`config.mk`:
```
export PLATFORM = sky130hd
export DESIGN_NAME = gsi_top
export DESIGN_NICKNAME = d
export VERILOG_FILES = /design/src/rtl/gsi_pkg.sv /design/src/rtl/gsi_top.sv
export SDC_FILE = /design/constraint.sdc
export NUM_CORES = 1
export LEC_CHECK = 0
export BUFFER_PORTS_ARGS = -buffer_cell sky130_fd_sc_hd__buf_2
export CAP_MARGIN = 25
export CELL_PAD_IN_SITES_DETAIL_PLACEMENT = 2
export CELL_PAD_IN_SITES_GLOBAL_PLACEMENT = 2
export CORE_MARGIN = 2
export CORE_UTILIZATION = 37
export DETAILED_ROUTE_END_ITERATION = 7
export PLACE_DENSITY_LB_ADDON = 0.1
export REMOVE_ABC_BUFFERS = 1
export SLEW_MARGIN = 20
export SYNTH_ARGS = -nofsm -noshare
export SYNTH_HDL_FRONTEND = slang
export SYNTH_SLANG_ARGS = --single-unit
```
`constraint.sdc`:
```
create_clock -name pclk -period 2.3 [get_ports pclk]
set_input_delay 0.115 -clock pclk [delete_from_list [all_inputs] [get_ports pclk]]
set_output_delay 0.115 -clock pclk [all_outputs]
set_load 0.02 [all_outputs]
```
`src/rtl/gsi_pkg.sv`:
```
// Package for the sync and interrupt control block: map, fields, states
package gsi_pkg;

  // ----------------------------------------------------------------
  // Register byte offsets
  // ----------------------------------------------------------------
  localparam logic [7:0] CFG_A_OFF   = 8'h00;
  localparam logic [7:0] CFG_B_OFF   = 8'h04;
  localparam logic [7:0] STAT_A_OFF  = 8'h08;
  localparam logic [7:0] STAT_B_OFF  = 8'h0c;
  localparam logic [7:0] CTRL_A_OFF  = 8'h10;
  localparam logic [7:0] CTRL_B_OFF  = 8'h14;
  localparam logic [7:0] TLSTAT_OFF  = 8'h18;
  localparam logic [7:0] TLMASK1_OFF = 8'h1c;
  localparam logic [7:0] TLMASK2_OFF = 8'h20;
  localparam logic [7:0] TLAUX_OFF   = 8'h24;

  // ----------------------------------------------------------------
  // Field positions
  // ----------------------------------------------------------------
  localparam int CFG_CC_BIT   = 0;
  localparam int CFG_DIR_BIT  = 1;
  localparam int ST_EDGE_BIT  = 0;
  localparam int ST_LEVEL_BIT = 1;
  localparam int ST_COMP_BIT  = 2;
  localparam int ST_ERR_BIT   = 3;
  localparam int CT_IEN_BIT   = 0;
  localparam int AUX_INV_BIT  = 0;
  localparam int TL_EVENTS    = 13;
  localparam int MASK1_BITS   = 7;
  localparam int STABLE_CYC   = 2;

  // ----------------------------------------------------------------
  // Reset values
  // ----------------------------------------------------------------
  localparam logic [1:0] CFG_RST  = 2'h0;
  localparam logic       INV_RST  = 1'h1;
  localparam logic [12:0] MASK_RST = 13'h0000;

  // ----------------------------------------------------------------
  // Sync detector states
  // ----------------------------------------------------------------
  typedef enum logic [2:0] {
    SD_IDLE = 3'b001,
    SD_WAIT = 3'b010,
    SD_HIGH = 3'b100
  } gsi_sd_t;

endpackage

```
`src/rtl/gsi_top.sv`:
```
// Two-port sync, bus error and talker/listener interrupt merge
//
// Behaviour
// - Three sources each give a falling edge on a port's control line.
// - Talker/listener interrupt high drives that port's line low.
// - Thirteen talker/listener events, each gated by one of two masks.
// - Reading talker/listener status releases its interrupt and re-arms.
// - Detector starts watching data-valid on last-byte-done rising edge.
// - No carry: done with channel 0/2 acknowledge marks last byte.
// - Done is asserted during final byte of final chained block.
// - Carry with carry-complete set: next channel 1/3 ack marks last.
// - After final carry byte, requests masked; channel never ends.
// - Direction 0: wait for data-valid rising edge, then edge out.
// - Direction 1: once data-valid level is high, edge out.
// - Bus error while master ends cycle, sets completion and error.
// - Bus error also edges the active port's control line.
// - Channels 0,1 serve port A; 2,3 serve port B.
// - Request, wait acknowledge, wait strobe, then move data.
// - Port requests go to channel 0/2 or 1/3 by carry option.
// - Control line level is readable in the channel status register.
// - Falling edge stable two clocks sets the edge-seen flag.
// - Edge-seen raises interrupt whenever interrupt enable is set, before or after.
// - 24-bit address, 16-bit data, page register gives 32-bit.
// - Carry off: all requests go to channel 0 or 2 only.
`timescale 1ns/1ps

module gsi_top (
  // Clock and reset
  input  wire logic        pclk,
  input  wire logic        presetn,
  // APB slave
  input  wire logic        psel,
  input  wire logic        penable,
  input  wire logic        pwrite,
  input  wire logic [7:0]  paddr,
  input  wire logic [31:0] pwdata,
  output logic      [31:0] prdata,
  output logic             pready,
  output logic             pslverr,
  // Talker/listener side
  input  wire logic [12:0] tl_event,
  input  wire logic [1:0]  tl_dma_req,
  output logic      [1:0]  tl_dma_ack_n,
  output logic      [1:0]  tl_irq,
  input  wire logic        dav_n,
  // DMA controller side
  input  wire logic        done_n,
  input  wire logic        chan0_ack_n,
  input  wire logic        chan1_ack_n,
  input  wire logic        chan2_ack_n,
  input  wire logic        chan3_ack_n,
  input  wire logic        bus_exc_code_n,
  input  wire logic        bus_master,
  output logic      [3:0]  chan_req_n,
  output logic             periph_ctl_line_a,
  output logic             periph_ctl_line_b,
  output logic      [1:0]  chan_irq
);

  // ----------------------------------------------------------------
  // State
  // ----------------------------------------------------------------
  typedef struct packed {
    logic [1:0][1:0]  cfg;
    logic [1:0]       ien;
    logic [1:0]       edge_seen;
    logic [1:0]       comp;
    logic [1:0]       err;
    logic [1:0]       irq_polarity_bit;
    logic [1:0][12:0] mask;
    logic [1:0][12:0] pend;
    logic [1:0]       tlirq;
    logic [1:0]       carry_done;
    logic [1:0]       cc_mask;
    logic [1:0]       lbd;
    gsi_pkg::gsi_sd_t [1:0] sd;
    logic [1:0]       sync_ev;
    logic [1:0]       berr_ev;
    logic             dav_q;
    logic             bec_q;
    logic [3:0]       ack_q;
    logic [1:0]       pcl;
    logic [1:0][1:0]  pcl_hist;
    logic [1:0]       reqv;
    logic [1:0]       ackv;
    logic [3:0]       req;
    logic [1:0]       cirq;
    logic [31:0]      rdata;
    logic             ready;
    logic             slverr;
  } gsi_st_t;

  gsi_st_t s_q;
  gsi_st_t s_d;

  // Byte address to register decode
  function automatic logic hit(input logic [7:0] a, input logic [7:0] off);
    hit = (a == off);
  endfunction

  logic [3:0] ack;
  assign ack = ~{chan3_ack_n, chan2_ack_n, chan1_ack_n, chan0_ack_n};

  // ----------------------------------------------------------------
  // Next state
  // ----------------------------------------------------------------
  always_comb
  begin
    logic       acc;
    logic       wr;
    logic       rd;
    logic       port;
    logic       lbd_now;
    logic [3:0] ack_rise;
    logic [1:0] tl_rd;
    s_d = s_q;
    acc = psel && penable && !s_q.ready;
    wr = acc && pwrite;
    rd = acc && !pwrite;
    port = 1'b0;
    lbd_now = 1'b0;
    ack_rise = ack & ~s_q.ack_q;
    tl_rd = 2'b00;
    s_d.ready = acc;
    s_d.slverr = 1'b0;
    s_d.dav_q = dav_n;
    s_d.bec_q = bus_exc_code_n;
    s_d.ack_q = ack;
    if (acc)
    begin
      s_d.rdata = 32'h0000_0000;
      port = paddr[2];
      if (hit(paddr, gsi_pkg::CFG_A_OFF) || hit(paddr, gsi_pkg::CFG_B_OFF))
      begin
        if (wr)
          s_d.cfg[port] = pwdata[1:0];
        s_d.rdata[1:0] = s_q.cfg[port];
      end
      else if (hit(paddr, gsi_pkg::STAT_A_OFF)
               || hit(paddr, gsi_pkg::STAT_B_OFF))
      begin
        // Writing one clears flags; set below still wins
        s_d.rdata[gsi_pkg::ST_EDGE_BIT] = s_q.edge_seen[port];
        s_d.rdata[gsi_pkg::ST_LEVEL_BIT] = s_q.pcl[port];
        s_d.rdata[gsi_pkg::ST_COMP_BIT] = s_q.comp[port];
        s_d.rdata[gsi_pkg::ST_ERR_BIT] = s_q.err[port];
        if (wr)
        begin
          if (pwdata[gsi_pkg::ST_EDGE_BIT])
            s_d.edge_seen[port] = 1'b0;
          if (pwdata[gsi_pkg::ST_COMP_BIT])
            s_d.comp[port] = 1'b0;
          if (pwdata[gsi_pkg::ST_ERR_BIT])
            s_d.err[port] = 1'b0;
        end
      end
      else if (hit(paddr, gsi_pkg::CTRL_A_OFF)
               || hit(paddr, gsi_pkg::CTRL_B_OFF))
      begin
        if (wr)
          s_d.ien[port] = pwdata[gsi_pkg::CT_IEN_BIT];
        s_d.rdata[gsi_pkg::CT_IEN_BIT] = s_q.ien[port];
      end
      else if (hit(paddr, gsi_pkg::TLSTAT_OFF))
      begin
        // Status read releases both ports: A in [12:0], B in [28:16]
        if (rd)
          tl_rd = 2'b11;
        s_d.rdata[12:0] = s_q.pend[0];
        s_d.rdata[28:16] = s_q.pend[1];
      end
      else if (hit(paddr, gsi_pkg::TLMASK1_OFF))
      begin
        // Mask one: port A in [6:0], port B in [14:8]
        if (wr)
        begin
          s_d.mask[0][gsi_pkg::MASK1_BITS-1:0] = pwdata[6:0];
          s_d.mask[1][gsi_pkg::MASK1_BITS-1:0] = pwdata[14:8];
        end
        s_d.rdata[6:0] = s_q.mask[0][gsi_pkg::MASK1_BITS-1:0];
        s_d.rdata[14:8] = s_q.mask[1][gsi_pkg::MASK1_BITS-1:0];
      end
      else if (hit(paddr, gsi_pkg::TLMASK2_OFF)
               || hit(paddr, gsi_pkg::TLAUX_OFF))
      begin
        // Offset 20: mask two for both ports; 24: one polarity bit per port
        if (hit(paddr, gsi_pkg::TLMASK2_OFF))
        begin
          if (wr)
          begin
            s_d.mask[0][12:gsi_pkg::MASK1_BITS] = pwdata[5:0];
            s_d.mask[1][12:gsi_pkg::MASK1_BITS] = pwdata[13:8];
          end
          s_d.rdata[5:0] = s_q.mask[0][12:gsi_pkg::MASK1_BITS];
          s_d.rdata[13:8] = s_q.mask[1][12:gsi_pkg::MASK1_BITS];
        end
        else
        begin
          if (wr)
            s_d.irq_polarity_bit = pwdata[1:0];
          s_d.rdata[1:0] = s_q.irq_polarity_bit;
        end
      end
      else
        s_d.slverr = 1'b1;
    end
    for (int p = 0; p < 2; p++)
    begin
      // Talker/listener interrupt latch
      s_d.pend[p] = (s_q.pend[p] & ~{13{tl_rd[p]}})
                    | (tl_event & s_q.mask[p]);
      s_d.tlirq[p] = (s_d.pend[p] != 13'h0000) ^ s_q.irq_polarity_bit[p];
      // Carry complete flop: set at end of carry byte, cleared at end
      // of last byte on channel 1/3
      if (!ack[2*p+1] && s_q.ack_q[2*p+1] && s_q.cfg[p][0])
      begin
        // Release after the last byte masks further requests
        if (s_q.carry_done[p])
          s_d.cc_mask[p] = 1'b1;
        s_d.carry_done[p] = !s_q.carry_done[p];
      end
      if (!s_q.cfg[p][gsi_pkg::CFG_CC_BIT])
      begin
        s_d.carry_done[p] = 1'b0;
        s_d.cc_mask[p] = 1'b0;
      end
      // Last byte done
      if (s_q.cfg[p][gsi_pkg::CFG_CC_BIT])
        lbd_now = s_q.carry_done[p] && ack_rise[2*p+1];
      else
        lbd_now = !done_n && ack[2*p];
      s_d.lbd[p] = lbd_now;
      s_d.sync_ev[p] = 1'b0;
      // Sync detector, one event per arm
      unique case (s_q.sd[p])
        gsi_pkg::SD_IDLE:
          if (lbd_now && !s_q.lbd[p])
            s_d.sd[p] = gsi_pkg::SD_WAIT;
        gsi_pkg::SD_WAIT:
          if (s_q.cfg[p][gsi_pkg::CFG_DIR_BIT])
          begin
            if (dav_n)
            begin
              s_d.sync_ev[p] = 1'b1;
              s_d.sd[p] = gsi_pkg::SD_IDLE;
            end
          end
          else if (!dav_n)
            s_d.sd[p] = gsi_pkg::SD_HIGH;
        gsi_pkg::SD_HIGH:
          if (dav_n && !s_q.dav_q)
          begin
            s_d.sync_ev[p] = 1'b1;
            s_d.sd[p] = gsi_pkg::SD_IDLE;
          end
        default:
          s_d.sd[p] = gsi_pkg::SD_IDLE;
      endcase
      // Bus error on active port
      s_d.berr_ev[p] = !bus_exc_code_n && bus_master
                       && (ack[2*p] || ack[2*p+1]);
      if (s_d.berr_ev[p])
      begin
        s_d.comp[p] = 1'b1;
        s_d.err[p] = 1'b1;
      end
      // Merge: any source holds line low
      s_d.pcl[p] = !(s_q.tlirq[p] || s_q.sync_ev[p]
                     || s_q.berr_ev[p]);
      s_d.pcl_hist[p] = {s_q.pcl_hist[p][0], s_q.pcl[p]};
      if (s_q.pcl_hist[p] == 2'b10 && !s_q.pcl[p])
        s_d.edge_seen[p] = 1'b1;
      s_d.cirq[p] = s_q.ien[p] && s_q.edge_seen[p];
      // Request gating and acknowledge
      s_d.reqv[p] = tl_dma_req[p] && !s_q.cc_mask[p];
      s_d.req[2*p] = !(s_d.reqv[p] && !s_q.cfg[p][0]);
      s_d.req[2*p+1] = !(s_d.reqv[p] && s_q.cfg[p][0]);
      s_d.ackv[p] = ack[2*p] || (ack[2*p+1] && s_q.carry_done[p]);
    end
  end

  // ----------------------------------------------------------------
  // Registers
  // ----------------------------------------------------------------
  always_ff @(posedge pclk or negedge presetn)
  begin
    if (!presetn)
    begin
      s_q <= '0;
      s_q.cfg <= {gsi_pkg::CFG_RST, gsi_pkg::CFG_RST};
      s_q.irq_polarity_bit <= {gsi_pkg::INV_RST, gsi_pkg::INV_RST};
      s_q.mask <= {gsi_pkg::MASK_RST, gsi_pkg::MASK_RST};
      s_q.sd[0] <= gsi_pkg::SD_IDLE;
      s_q.sd[1] <= gsi_pkg::SD_IDLE;
      s_q.dav_q <= 1'b1;
      s_q.bec_q <= 1'b1;
      s_q.pcl <= 2'b11;
      s_q.pcl_hist <= {2'b11, 2'b11};
      s_q.req <= 4'hf;
      s_q.tlirq <= 2'b11;
    end
    else
      s_q <= s_d;
  end

  // ----------------------------------------------------------------
  // Outputs
  // ----------------------------------------------------------------
  assign prdata = s_q.rdata;
  assign pready = s_q.ready;
  assign pslverr = s_q.slverr;
  assign tl_dma_ack_n = ~s_q.ackv;
  assign tl_irq = s_q.tlirq;
  assign chan_req_n = s_q.req;
  assign periph_ctl_line_a = s_q.pcl[0];
  assign periph_ctl_line_b = s_q.pcl[1];
  assign chan_irq = s_q.cirq;

endmodule

```
==> out/results.ini, run 1 <==
[floorplan]
die_x_microns = 130
io_pins = 114
floorplan.core_area_sq_um = 15700
initial_core_util_pct = 37.5
die_area_sq_um = 17000
std_cell_rows = 46
dieHeight_microns = 130

[sta]
fin_crit_sh_pct = 82.0
max_freq_mhz = 530
setup_viol = 0
rsz0062_at_grt = false
drv_slew = 0
whs_ns = 0.0230
finalHoldViolations = 0
finalClockSkew_ns = 0.00724
period_needed_ns = 1.89
setup_ws_ns = 0.413

[worst_hold_path]
hold_class = input pin to flop

[synthesis]
ys_ff_latch = 131
avgSynthCellArea_sq_um = 12.3
yosysSeqAreaShare_pct = 56.0
yosysTopAreaCellShare_pct = 48.4
netlist_top_cells_area = dfrtp_1 (48%), dfstp_2 (7.6%), a22o_1 (6.4%), mux2_2 (5.3%), buf_4 (5.1%)
ys.flop_type = dfrtp_1
synth_cell_types = 55
synthCells = 478
syn-cell-area_sq_um = 5900
yosysTopAreaCell = dfrtp_1
synthArstFlopShare_pct = 100
synth_warnings = 0
synth_edf_count = 0

[clock_network]
cts_buffers = 17
ctsHtreeMaxLevel = 4
cts_root_buf = clkbuf_16
clock_path_buffers = 2
path_clk_slew_ns = 0.06
cts.repair.resized = 0
clkLatencyLatePin_ns = 0.41
post_cts_buffers = 0
cts_num_sinks = 131
cts_tree = done

[finish]
final_util_pct = 45.7
area_growth_pct = 21.9
fin_area_sq_um = 7190
num_antenna_cells = 0
layout_common_cells = dfrtp_1 (114), buf_2 (90), a22o_1 (43)
final_common_cell = dfrtp_1
final_nets = 640
nFillCells = 1580
drive_gt1_share_pct = 34.6

[power_and_ir_drop]
vdd_drop_max_uv = 657
p_leak_nw = 3.43
power.density_nw_per_um2 = 814

[detailed_routing]
drt_iter0_drc = 216
num_vias = 4281
wl_microns = 17600
ant_nets = 0
drt_pass1_iterations = 4
drc_errors = 0
via_per_inst = 5.35
post_drt_wl_per_cell_microns = 22.0

[critical_path]
reg2reg_depth = 6
reg2reg_from = pready$_DFF_PN0_
arrival_ns = 2.22
crit_type = flop to flop
r2r_slack_ns = 0.41
critPathMaxFanout = 12
setup.worst_path.start_class = flop
r2r_end = tl_irq[0]$_DFF_PN1_
crit_end = tl_irq[0]$_DFF_PN1_
worstPathRequired_ns = 2.63
end_kind = flop
startpoint = pready$_DFF_PN0_

[run_status]
status = completed

[grt]
grt_pass1_wl_microns = 27900
antenna_found_initial = 0
grt_pass1_vias = 4716
gr-usage-all-layers_pct = 22.1
grt_max_degree = 60
grt_remaining_overflow = 0

[run]
drv_cap = 0

[placed_design]
gp_congestion = 0.813
pre_cts_ws_ns = 0.302
io_buffers = 91
hpwl_microns = 12100
dpl-instance-area_sq_um = 6380

## sequential cells by signal (all words and copies together), names as in the netlist
| register | flops |
|---|---|
| periph_ctl_line_b | 1 |
| tl_irq | 2 |
| periph_ctl_line_a | 1 |
| chan_irq | 2 |
| prdata | 28 |
| s_q | 89 |
| chan_req_n | 4 |
| pready | 1 |
| s_d | 2 |
| pslverr | 1 |
## synth_stat cells, drive strengths merged (9+ instances only)
cell type and count:
buf 47, inv 9, dfstp 17, a22o 43, dfrtp 114, mux2 39, a22oi 22, nor2 13
o21ai 9, nand3 10, nand2 19, clkbuf 11, nor4 12, nand3b 9, a21oi 15
## final cells by class
class                           count  area, sq um  share of cell area, %
Tap cell                          216          270                   3.76
Clock inverter                      4         45.0                  0.627
Timing Repair Buffer              130          827                   11.5
Multi-Input combinational cell    283         2190                   30.4
Sequential cell                   131         3300                   45.9
Clock buffer                       27          523                   7.28
Inverter                            9         33.8                  0.470
## metal layers
| layer | vias to the layer above | wire length [microns] | track usage, % |
|---|---|---|---|
| met5 | - | 0 | 0 |
| met1 | 2257 | 8270 | 30.7 |
| met3 | 11 | 522 | 3.81 |
| met4 | 0 | 142 | 6.64 |
| met2 | 89 | 8650 | 35.7 |
| li1 | 1924 | - | - |
## cells by family after synthesis
family                 after synthesis  share of synthesized area, %
buffers and inverters               67                          7.13
multiplexers                        48                          9.82
XOR/XNOR                             6                         0.891
AND/OR/NAND/NOR                    111                          11.6
flip-flops                         131                          56.0
other                                1                        0.0636
AO/OA/AOI/OAI                      114                          14.5
## critical path, stage by stage (launching register included)
cell and delay [ns]:
dfrtp_1 0.38, nand3b_1 0.26, inv_1 0.12, nand4_1 0.26
buf_4 0.30, a211oi_1 0.32, xnor2_1 0.16
## metrics by stage
stage / setup TNS (ns) / instances / total power [mW]
after CTS: 0 / 800 / 5.93
after global routing: 0 / 800 / 6.09
final: 0 / 800 / 5.85
after floorplan: -18.17 / 423 / 2.93
after detailed placement: 0 / 745 / 3.26
after global placement: 0 / 745 / 3.24
## power breakdown
group | total [mW] | switching, mW | internal [mW]
logic | 0.581 | 0.331 | 0.250
registers | 2.67 | 0.152 | 2.51
clock network | 2.60 | 0.953 | 1.65
## how the worst min path moves through the flow
stage            startpoint  slack [ns]  depth (start not counted)                    end
2_1_floorplan       presetn       -0.18                          0  chan_irq[0]$_DFF_PN0_
3_3_place_gp        presetn        0.07                          1  chan_irq[0]$_DFF_PN0_
3_5_place_dp        presetn        0.07                          1      pslverr$_DFF_PN0_
4_1_cts         tl_event[1]       0.003                          2      s_q[88]$_DFF_PN0_
5_1_grt        tl_event[12]        0.01                          2      s_q[99]$_DFF_PN0_
6_report        tl_event[7]        0.02                          2      s_q[94]$_DFF_PN0_
## timing repair
item,4_1_cts,5_1_grt
endpoints found under the setup margin,0,0
hold buffers,24,0
endpoints found under the hold margin,76,0
No activity file was read; power rests on OpenSTA's default activity.
==> run 2: changes to the inputs <==
==> constraint.sdc (replaced) <==
create_clock -name pclk -period 1.9 [get_ports pclk]
set_input_delay 0.095 -clock pclk [delete_from_list [all_inputs] [get_ports pclk]]
set_output_delay 0.095 -clock pclk [all_outputs]
set_load 0.02 [all_outputs]
==> run 2 against run 1 <==
Flip-flop and latch count did not move. Utilization rose by 1.6 points. Sequential power rose by 21%. Die area did not move. Fmax rose by 6.9%.
==> out/results.ini, run 2 (same netlist as run 1, synthesis figures left out) <==
[clock_network]
post_cts_buffers = 0  ; unchanged
cts_num_sinks = 131  ; unchanged
path_clk_slew_ns = 0.06  ; about the same
ctsHtreeMaxLevel = 4  ; unchanged
cts_tree = done  ; unchanged
clkLatencyLatePin_ns = 0.41  ; about the same
cts_root_buf = clkbuf_16  ; unchanged
cts_buffers = 17  ; unchanged
clock_path_buffers = 2  ; unchanged

[grt]
busiest_layer = met2  ; unchanged
grt_pass1_vias = 4752  ; was 4716
grtUsageMet1_pct = 30.7  ; about the same
met3_usage_pct = 4.47  ; was 3.81%
use_met2_pct = 36.1  ; was 35.7%
antenna_found_initial = 0  ; unchanged
grt_pass1_wl_microns = 27900  ; about the same
grt_max_degree = 47  ; was 60
grt_remaining_overflow = 0  ; unchanged
gr-usage-all-layers_pct = 22.2  ; was 22.1%

[critical_path]
crit_slowest_cell = dfrtp_1  ; unchanged
critPathMaxFanout = 15  ; was 12
critical-path-top-delay-family = simple AND/OR/NAND/NOR gates  ; unchanged
setup.worst_path.start_class = flop  ; unchanged
crit_type = flop to flop  ; unchanged
arrival_ns = 2.07  ; was 2.22 ns
end_kind = flop  ; unchanged
cp_cell_sequence = nand3b_1 -> inv_1 -> nand4_1 -> buf_4 -> a22o_1  ; was nand3b_1 -> inv_1 -> nand4_1 -> buf_4 -> a211oi_1 -> xnor2_1
worstPathRequired_ns = 2.20  ; was 2.63 ns
path_buf_inv = 2  ; unchanged
slowest_delay_ns = 0.38  ; about the same

[finish]
largest_reg_flops = 89  ; unchanged
drive_gt1_share_pct = 35.8  ; was 34.6%
final_nets = 655  ; was 640
final_common_cell = dfrtp_1  ; unchanged
num_antenna_cells = 0  ; unchanged
largest_register = s_q  ; unchanged
fin_cells = 816  ; was 800
area_growth_pct = 26.1  ; was 21.9%
nFillCells = 1583  ; was 1580
layout_common_cells = dfrtp_1 (114), buf_2 (90), a22o_1 (43)  ; unchanged

[floorplan]
die_x_microns = 130  ; unchanged
std_cell_rows = 46  ; unchanged
floorplan.core_area_sq_um = 15700  ; unchanged
dieHeight_microns = 130  ; unchanged
io_pins = 114  ; unchanged
die_area_sq_um = 17000  ; unchanged
initial_core_util_pct = 37.5  ; unchanged

[power_and_ir_drop]
p_leak_nw = 3.55  ; was 3.43 nW
finalPower_mw = 7.51  ; was 5.85 mW
vdd_drop_max_uv = 657  ; about the same
power.density_nw_per_um2 = 1010  ; was 814 nW/um^2

[detailed_routing]
post_drt_wl_per_cell_microns = 21.8  ; was 22.0 microns
ant_nets = 0  ; unchanged
wl_microns = 17800  ; was 17600 microns
drc_errors = 0  ; unchanged
drt_pass1_iterations = 5  ; was 4
via_per_inst = 5.33  ; was 5.35
drt_iter0_drc = 224  ; was 216
num_vias = 4349  ; was 4281

[sta]
max_freq_mhz = 566  ; was 530 MHz
rsz0062_at_grt = false  ; unchanged
finalClockSkew_ns = 0.00637  ; was 0.00724 ns
tns_ns = 0  ; unchanged
drv_slew = 0  ; unchanged
fin_crit_sh_pct = 92.9  ; was 82.0%
period_needed_ns = 1.77  ; was 1.89 ns
finalHoldViolations = 0  ; unchanged
setup_viol = 0  ; unchanged

[worst_hold_path]
hold_class = input pin to flop  ; unchanged

[run_status]
status = completed  ; unchanged

[placed_design]
gp_congestion = 0.824  ; was 0.813
hpwl_microns = 12200  ; was 12100 microns
numPlacedInstances = 753  ; was 745
io_buffers = 91  ; unchanged

[run]
drv_cap = 0  ; unchanged

[run 2: per-layer routing]
layer / part of all wire, % / up-vias
met5: 0 / -
met4: 0.82 / 0
met3: 3.7 / 12
met2: 49 / 93
met1: 46 / 2284
li1: - / 1960
[run 2: worst reg2reg max path, stage by stage (launching register included)]
cell	delay [ns]
dfrtp_1	0.38
nand3b_1	0.29
inv_1	0.14
nand4_1	0.30
buf_4	0.33
a22o_1	0.22
[run 2: cell type report]
| class | count | area, sq um | area share, % |
|---|---|---|---|
| clock buffer | 23 | 488 | 6.56 |
| tap | 216 | 270 | 3.63 |
| multi-input combinational | 283 | 2200 | 29.6 |
| timing repair buffer | 145 | 998 | 13.4 |
| clock inverter | 9 | 149 | 2.00 |
| sequential | 131 | 3300 | 44.4 |
| inverter | 9 | 33.8 | 0.454 |
[run 2: timing repair]
action	in CTS	in global routing
hold endpoints to repair	99	0
hold buffers	31	0
setup endpoints to repair	0	17
resized for setup	0	3
[run 2: worst paths after layout]
path                                   start                          end  slack, ns  cells after the start
setup / recovery            pready$_DFF_PN0_            s_q[96]$_DFF_PN0_       0.13                      5
hold / removal                   tl_event[6]            s_q[80]$_DFF_PN0_       0.02                      2
setup reg to reg            pready$_DFF_PN0_            s_q[96]$_DFF_PN0_       0.13                      5
hold reg to reg            s_q[56]$_DFF_PN0_  periph_ctl_line_a$_DFF_PN1_       0.36                      1
max in group asynchronous            presetn  periph_ctl_line_b$_DFF_PN1_       1.06                      3
min in group asynchronous            presetn        chan_irq[0]$_DFF_PN0_       0.19                      2
[run 2: where the power goes]
group          total (mW)  internal, mW  switching, mW
combinational       0.745         0.330          0.415
clock                3.54          2.33           1.21
sequential           3.23          3.04          0.184
total                7.51          5.70           1.81
[run 2: per-stage QoR]
| stage | cell area (sq um) | hold slack, ns | worst slack (ns) | util, % |
|---|---|---|---|---|
| 2_1_floorplan | 5520 | -0.201 | -0.975 | - |
| 3_3_place_gp | 6480 | 0.0631 | -0.0200 | 41.2 |
| 3_5_place_dp | 6480 | 0.0690 | -0.0799 | 41.2 |
| 4_1_cts | 7420 | 0.00740 | 0.0187 | 47.2 |
| 5_1_grt | 7440 | 0.00877 | 0.0163 | 47.3 |
| 6_report | 7440 | 0.0235 | 0.134 | 47.3 |
==> run 3: changes to the inputs <==
--- a/config.mk
+++ b/config.mk
@@ -13,7 +13,6 @@
 export CORE_UTILIZATION = 37
 export DETAILED_ROUTE_END_ITERATION = 7
 export PLACE_DENSITY_LB_ADDON = 0.1
-export REMOVE_ABC_BUFFERS = 1
 export SLEW_MARGIN = 20
 export SYNTH_ARGS = -nofsm -noshare
 export SYNTH_HDL_FRONTEND = slang
==> constraint.sdc (replaced) <==
create_clock -name pclk -period 2 [get_ports pclk]
set_input_delay 0.1 -clock pclk [delete_from_list [all_inputs] [get_ports pclk]]
set_output_delay 0.1 -clock pclk [all_outputs]
set_load 0.02 [all_outputs]
==> run 3 against run 2 <==
Combinational power shrank 5.0%. Via count about the same. Count of clock-buffer cells in the layout decreased by 6. Utilization fell by 0.25 points. Sequential share of layout area rose by 0.25 points. Clock power decreased by 8.2%. Cell count is 0.12% lower. Critical path type unchanged. Largest cell class unchanged.
==> out/results.ini, run 3 (same netlist as run 1, synthesis figures left out) <==
[detailed_routing]
top_layer = met4  ; unchanged
via_per_inst = 5.33  ; about the same
met2_length_microns = 8640  ; was 8740 microns
wl_met1_microns = 8090  ; was 8230 microns
drt_iter0_drc = 200  ; was 224
drc_errors = 0  ; unchanged
post_drt_wl_per_cell_microns = 21.7  ; was 21.8 microns
drt_pass1_iterations = 4  ; was 5
routed-wl-met3_microns = 796  ; was 663 microns
ant_nets = 0  ; unchanged
num_vias = 4346  ; was 4349
wl_microns = 17700  ; was 17800 microns

[power_and_ir_drop]
p_leak_nw = 3.52  ; was 3.55 nW
vdd_drop_max_uv = 552  ; was 657 uV
finalPower_mw = 7.02  ; was 7.51 mW
power.density_nw_per_um2 = 949  ; was 1010 nW/um^2

[finish]
layout_common_cells = dfrtp_1 (113), buf_2 (90), a22o_1 (43)  ; was dfrtp_1 (114), buf_2 (90), a22o_1 (43)
num_antenna_cells = 0  ; unchanged
area_growth_pct = 25.5  ; was 26.1%
fin_cells = 815  ; was 816
final_nets = 655  ; unchanged
largest_reg_flops = 89  ; unchanged
nFillCells = 1595  ; was 1583
drive_gt1_share_pct = 36.4  ; was 35.8%
largest_register = s_q  ; unchanged
final_common_cell = dfrtp_1  ; unchanged

[clock_network]
cts_buffers = 17  ; unchanged
clock_path_buffers = 2  ; unchanged
path_clk_slew_ns = 0.06  ; about the same
cts_num_sinks = 131  ; unchanged
cts_tree = done  ; unchanged
clkLatencyLatePin_ns = 0.42  ; was 0.41 ns
cts_root_buf = clkbuf_16  ; unchanged
ctsHtreeMaxLevel = 4  ; unchanged

[worst_hold_path]
min-delay-start = pwdata[1]  ; was tl_event[6]
hold_class = input pin to flop  ; unchanged
hold_depth = 2  ; unchanged

[critical_path]
crit_slowest_cell = nor4_1  ; was dfrtp_1
worstPathRequired_ns = 2.35  ; was 2.20 ns
crit_end = s_q[127]$_DFFE_PN1P_  ; was s_q[96]$_DFF_PN0_
cp_cell_sequence = nand4b_1 -> nor4_1 -> buf_4 -> mux2_2  ; was nand3b_1 -> inv_1 -> nand4_1 -> buf_4 -> a22o_1
crit_type = flop to flop  ; unchanged
r2r_end = s_q[127]$_DFFE_PN1P_  ; was s_q[96]$_DFF_PN0_
startpoint = pready$_DFF_PN0_  ; unchanged
slowest_delay_ns = 0.53  ; was 0.38 ns
reg2reg_from = pready$_DFF_PN0_  ; unchanged
arrival_ns = 2.23  ; was 2.07 ns
reg2reg_depth = 4  ; was 5
critPathMaxFanout = 4  ; was 15
setup.worst_path.start_class = flop  ; unchanged
r2r_slack_ns = 0.11  ; was 0.13 ns
end_kind = flop  ; unchanged

[floorplan]
die_area_sq_um = 17000  ; unchanged
floorplan.core_area_sq_um = 15700  ; unchanged
std_cell_rows = 46  ; unchanged
dieHeight_microns = 130  ; unchanged
io_pins = 114  ; unchanged
die_x_microns = 130  ; unchanged
initial_core_util_pct = 37.5  ; unchanged

[grt]
grt_remaining_overflow = 0  ; unchanged
grt_max_degree = 56  ; was 47
grt_pass1_wl_microns = 28300  ; was 27900 microns
antenna_found_initial = 0  ; unchanged
gr-usage-all-layers_pct = 22.6  ; was 22.2%
grt_pass1_vias = 4814  ; was 4752

[placed_design]
io_buffers = 91  ; unchanged
gp_congestion = 0.821  ; was 0.824
numPlacedInstances = 752  ; was 753
hpwl_microns = 12100  ; was 12200 microns

[sta]
finalHoldViolations = 0  ; unchanged
setup_viol = 0  ; unchanged
whs_ns = 0.000273  ; was 0.0235 ns
finalClockSkew_ns = 0.00646  ; was 0.00637 ns
drv_slew = 0  ; unchanged
tns_ns = 0  ; unchanged
period_needed_ns = 1.89  ; was 1.77 ns
fin_crit_sh_pct = 94.3  ; was 92.9%
max_freq_mhz = 530  ; was 566 MHz
rsz0062_at_grt = false  ; unchanged

[run_status]
status = completed  ; unchanged

[run]
drv_cap = 0  ; unchanged

-- run 3: cell count changes in the layout (fill, tap and decap cells not counted), sizes merged --
| cell | previous run | this run |
|---|---|---|
| clkinvlp | 0 | 4 |
| clkbuf | 23 | 17 |
| clkinv | 4 | 5 |
-- run 3: how the worst min path moves through the flow --
stage	to
6_report	s_q[101]$_DFFE_PN0P_
3_3_place_gp	s_q[133]$_DFFE_PN0P_
2_1_floorplan	chan_irq[0]$_DFF_PN0_
4_1_cts	s_q[101]$_DFFE_PN0P_
5_1_grt	s_q[101]$_DFFE_PN0P_
3_5_place_dp	s_q[132]$_DFFE_PN0P_
-- run 3: worst max-delay path, delay by kind of cell (launching register included) --
family	cells	cell delay [ns]
muxes	1	0.33
and+or+nand+nor	2	0.87
buffers and inverters	1	0.21
DFF	1	0.40
-- run 3: report_power, final --
group / leakage (nW) / internal, mW / total [mW] / switching (mW)
Combinational: 1.52 / 0.311 / 0.708 / 0.397
Sequential: 1.71 / 2.89 / 3.06 / 0.173
Clock: 0.291 / 2.07 / 3.25 / 1.18
-- run 3: stage by stage --
stage | setup slack [ns] | area (sq um) | utilization [%]
after floorplan | 0.000586 | 5910 | -
after global placement | -0.00783 | 6440 | 41.0
after detailed placement | -0.00102 | 6440 | 41.0
after CTS | 0.0760 | 7370 | 46.9
after global routing | 0.00479 | 7400 | 47.1
final | 0.113 | 7400 | 47.1
-- run 3: cell type report --
class	count	area, sq um	area share, %
clock inverter	14	188	2.54
timing repair buffer	145	982	13.3
tap	216	270	3.65
inverter	9	33.8	0.457
clock buffer	17	425	5.75
sequential	131	3300	44.6
multi-input combinational	283	2200	29.7
-- run 3: metal layers --
| layer | up-vias | GRT usage [%] |
|---|---|---|
| li1 | 1955 | - |
| met1 | 2267 | 31.0 |
| met2 | 105 | 36.0 |
| met3 | 19 | 5.25 |
| met4 | 0 | 6.45 |
| met5 | - | 0 |
-- run 3: timing repair --
| action | 4_1_cts | 5_1_grt |
|---|---|---|
| endpoints found under the hold margin | 174 | 0 |
| hold buffers | 31 | 0 |
| buffers inserted | 0 | 1 |
| gates resized for setup | 0 | 3 |
| endpoints found under the setup margin | 0 | 28 |
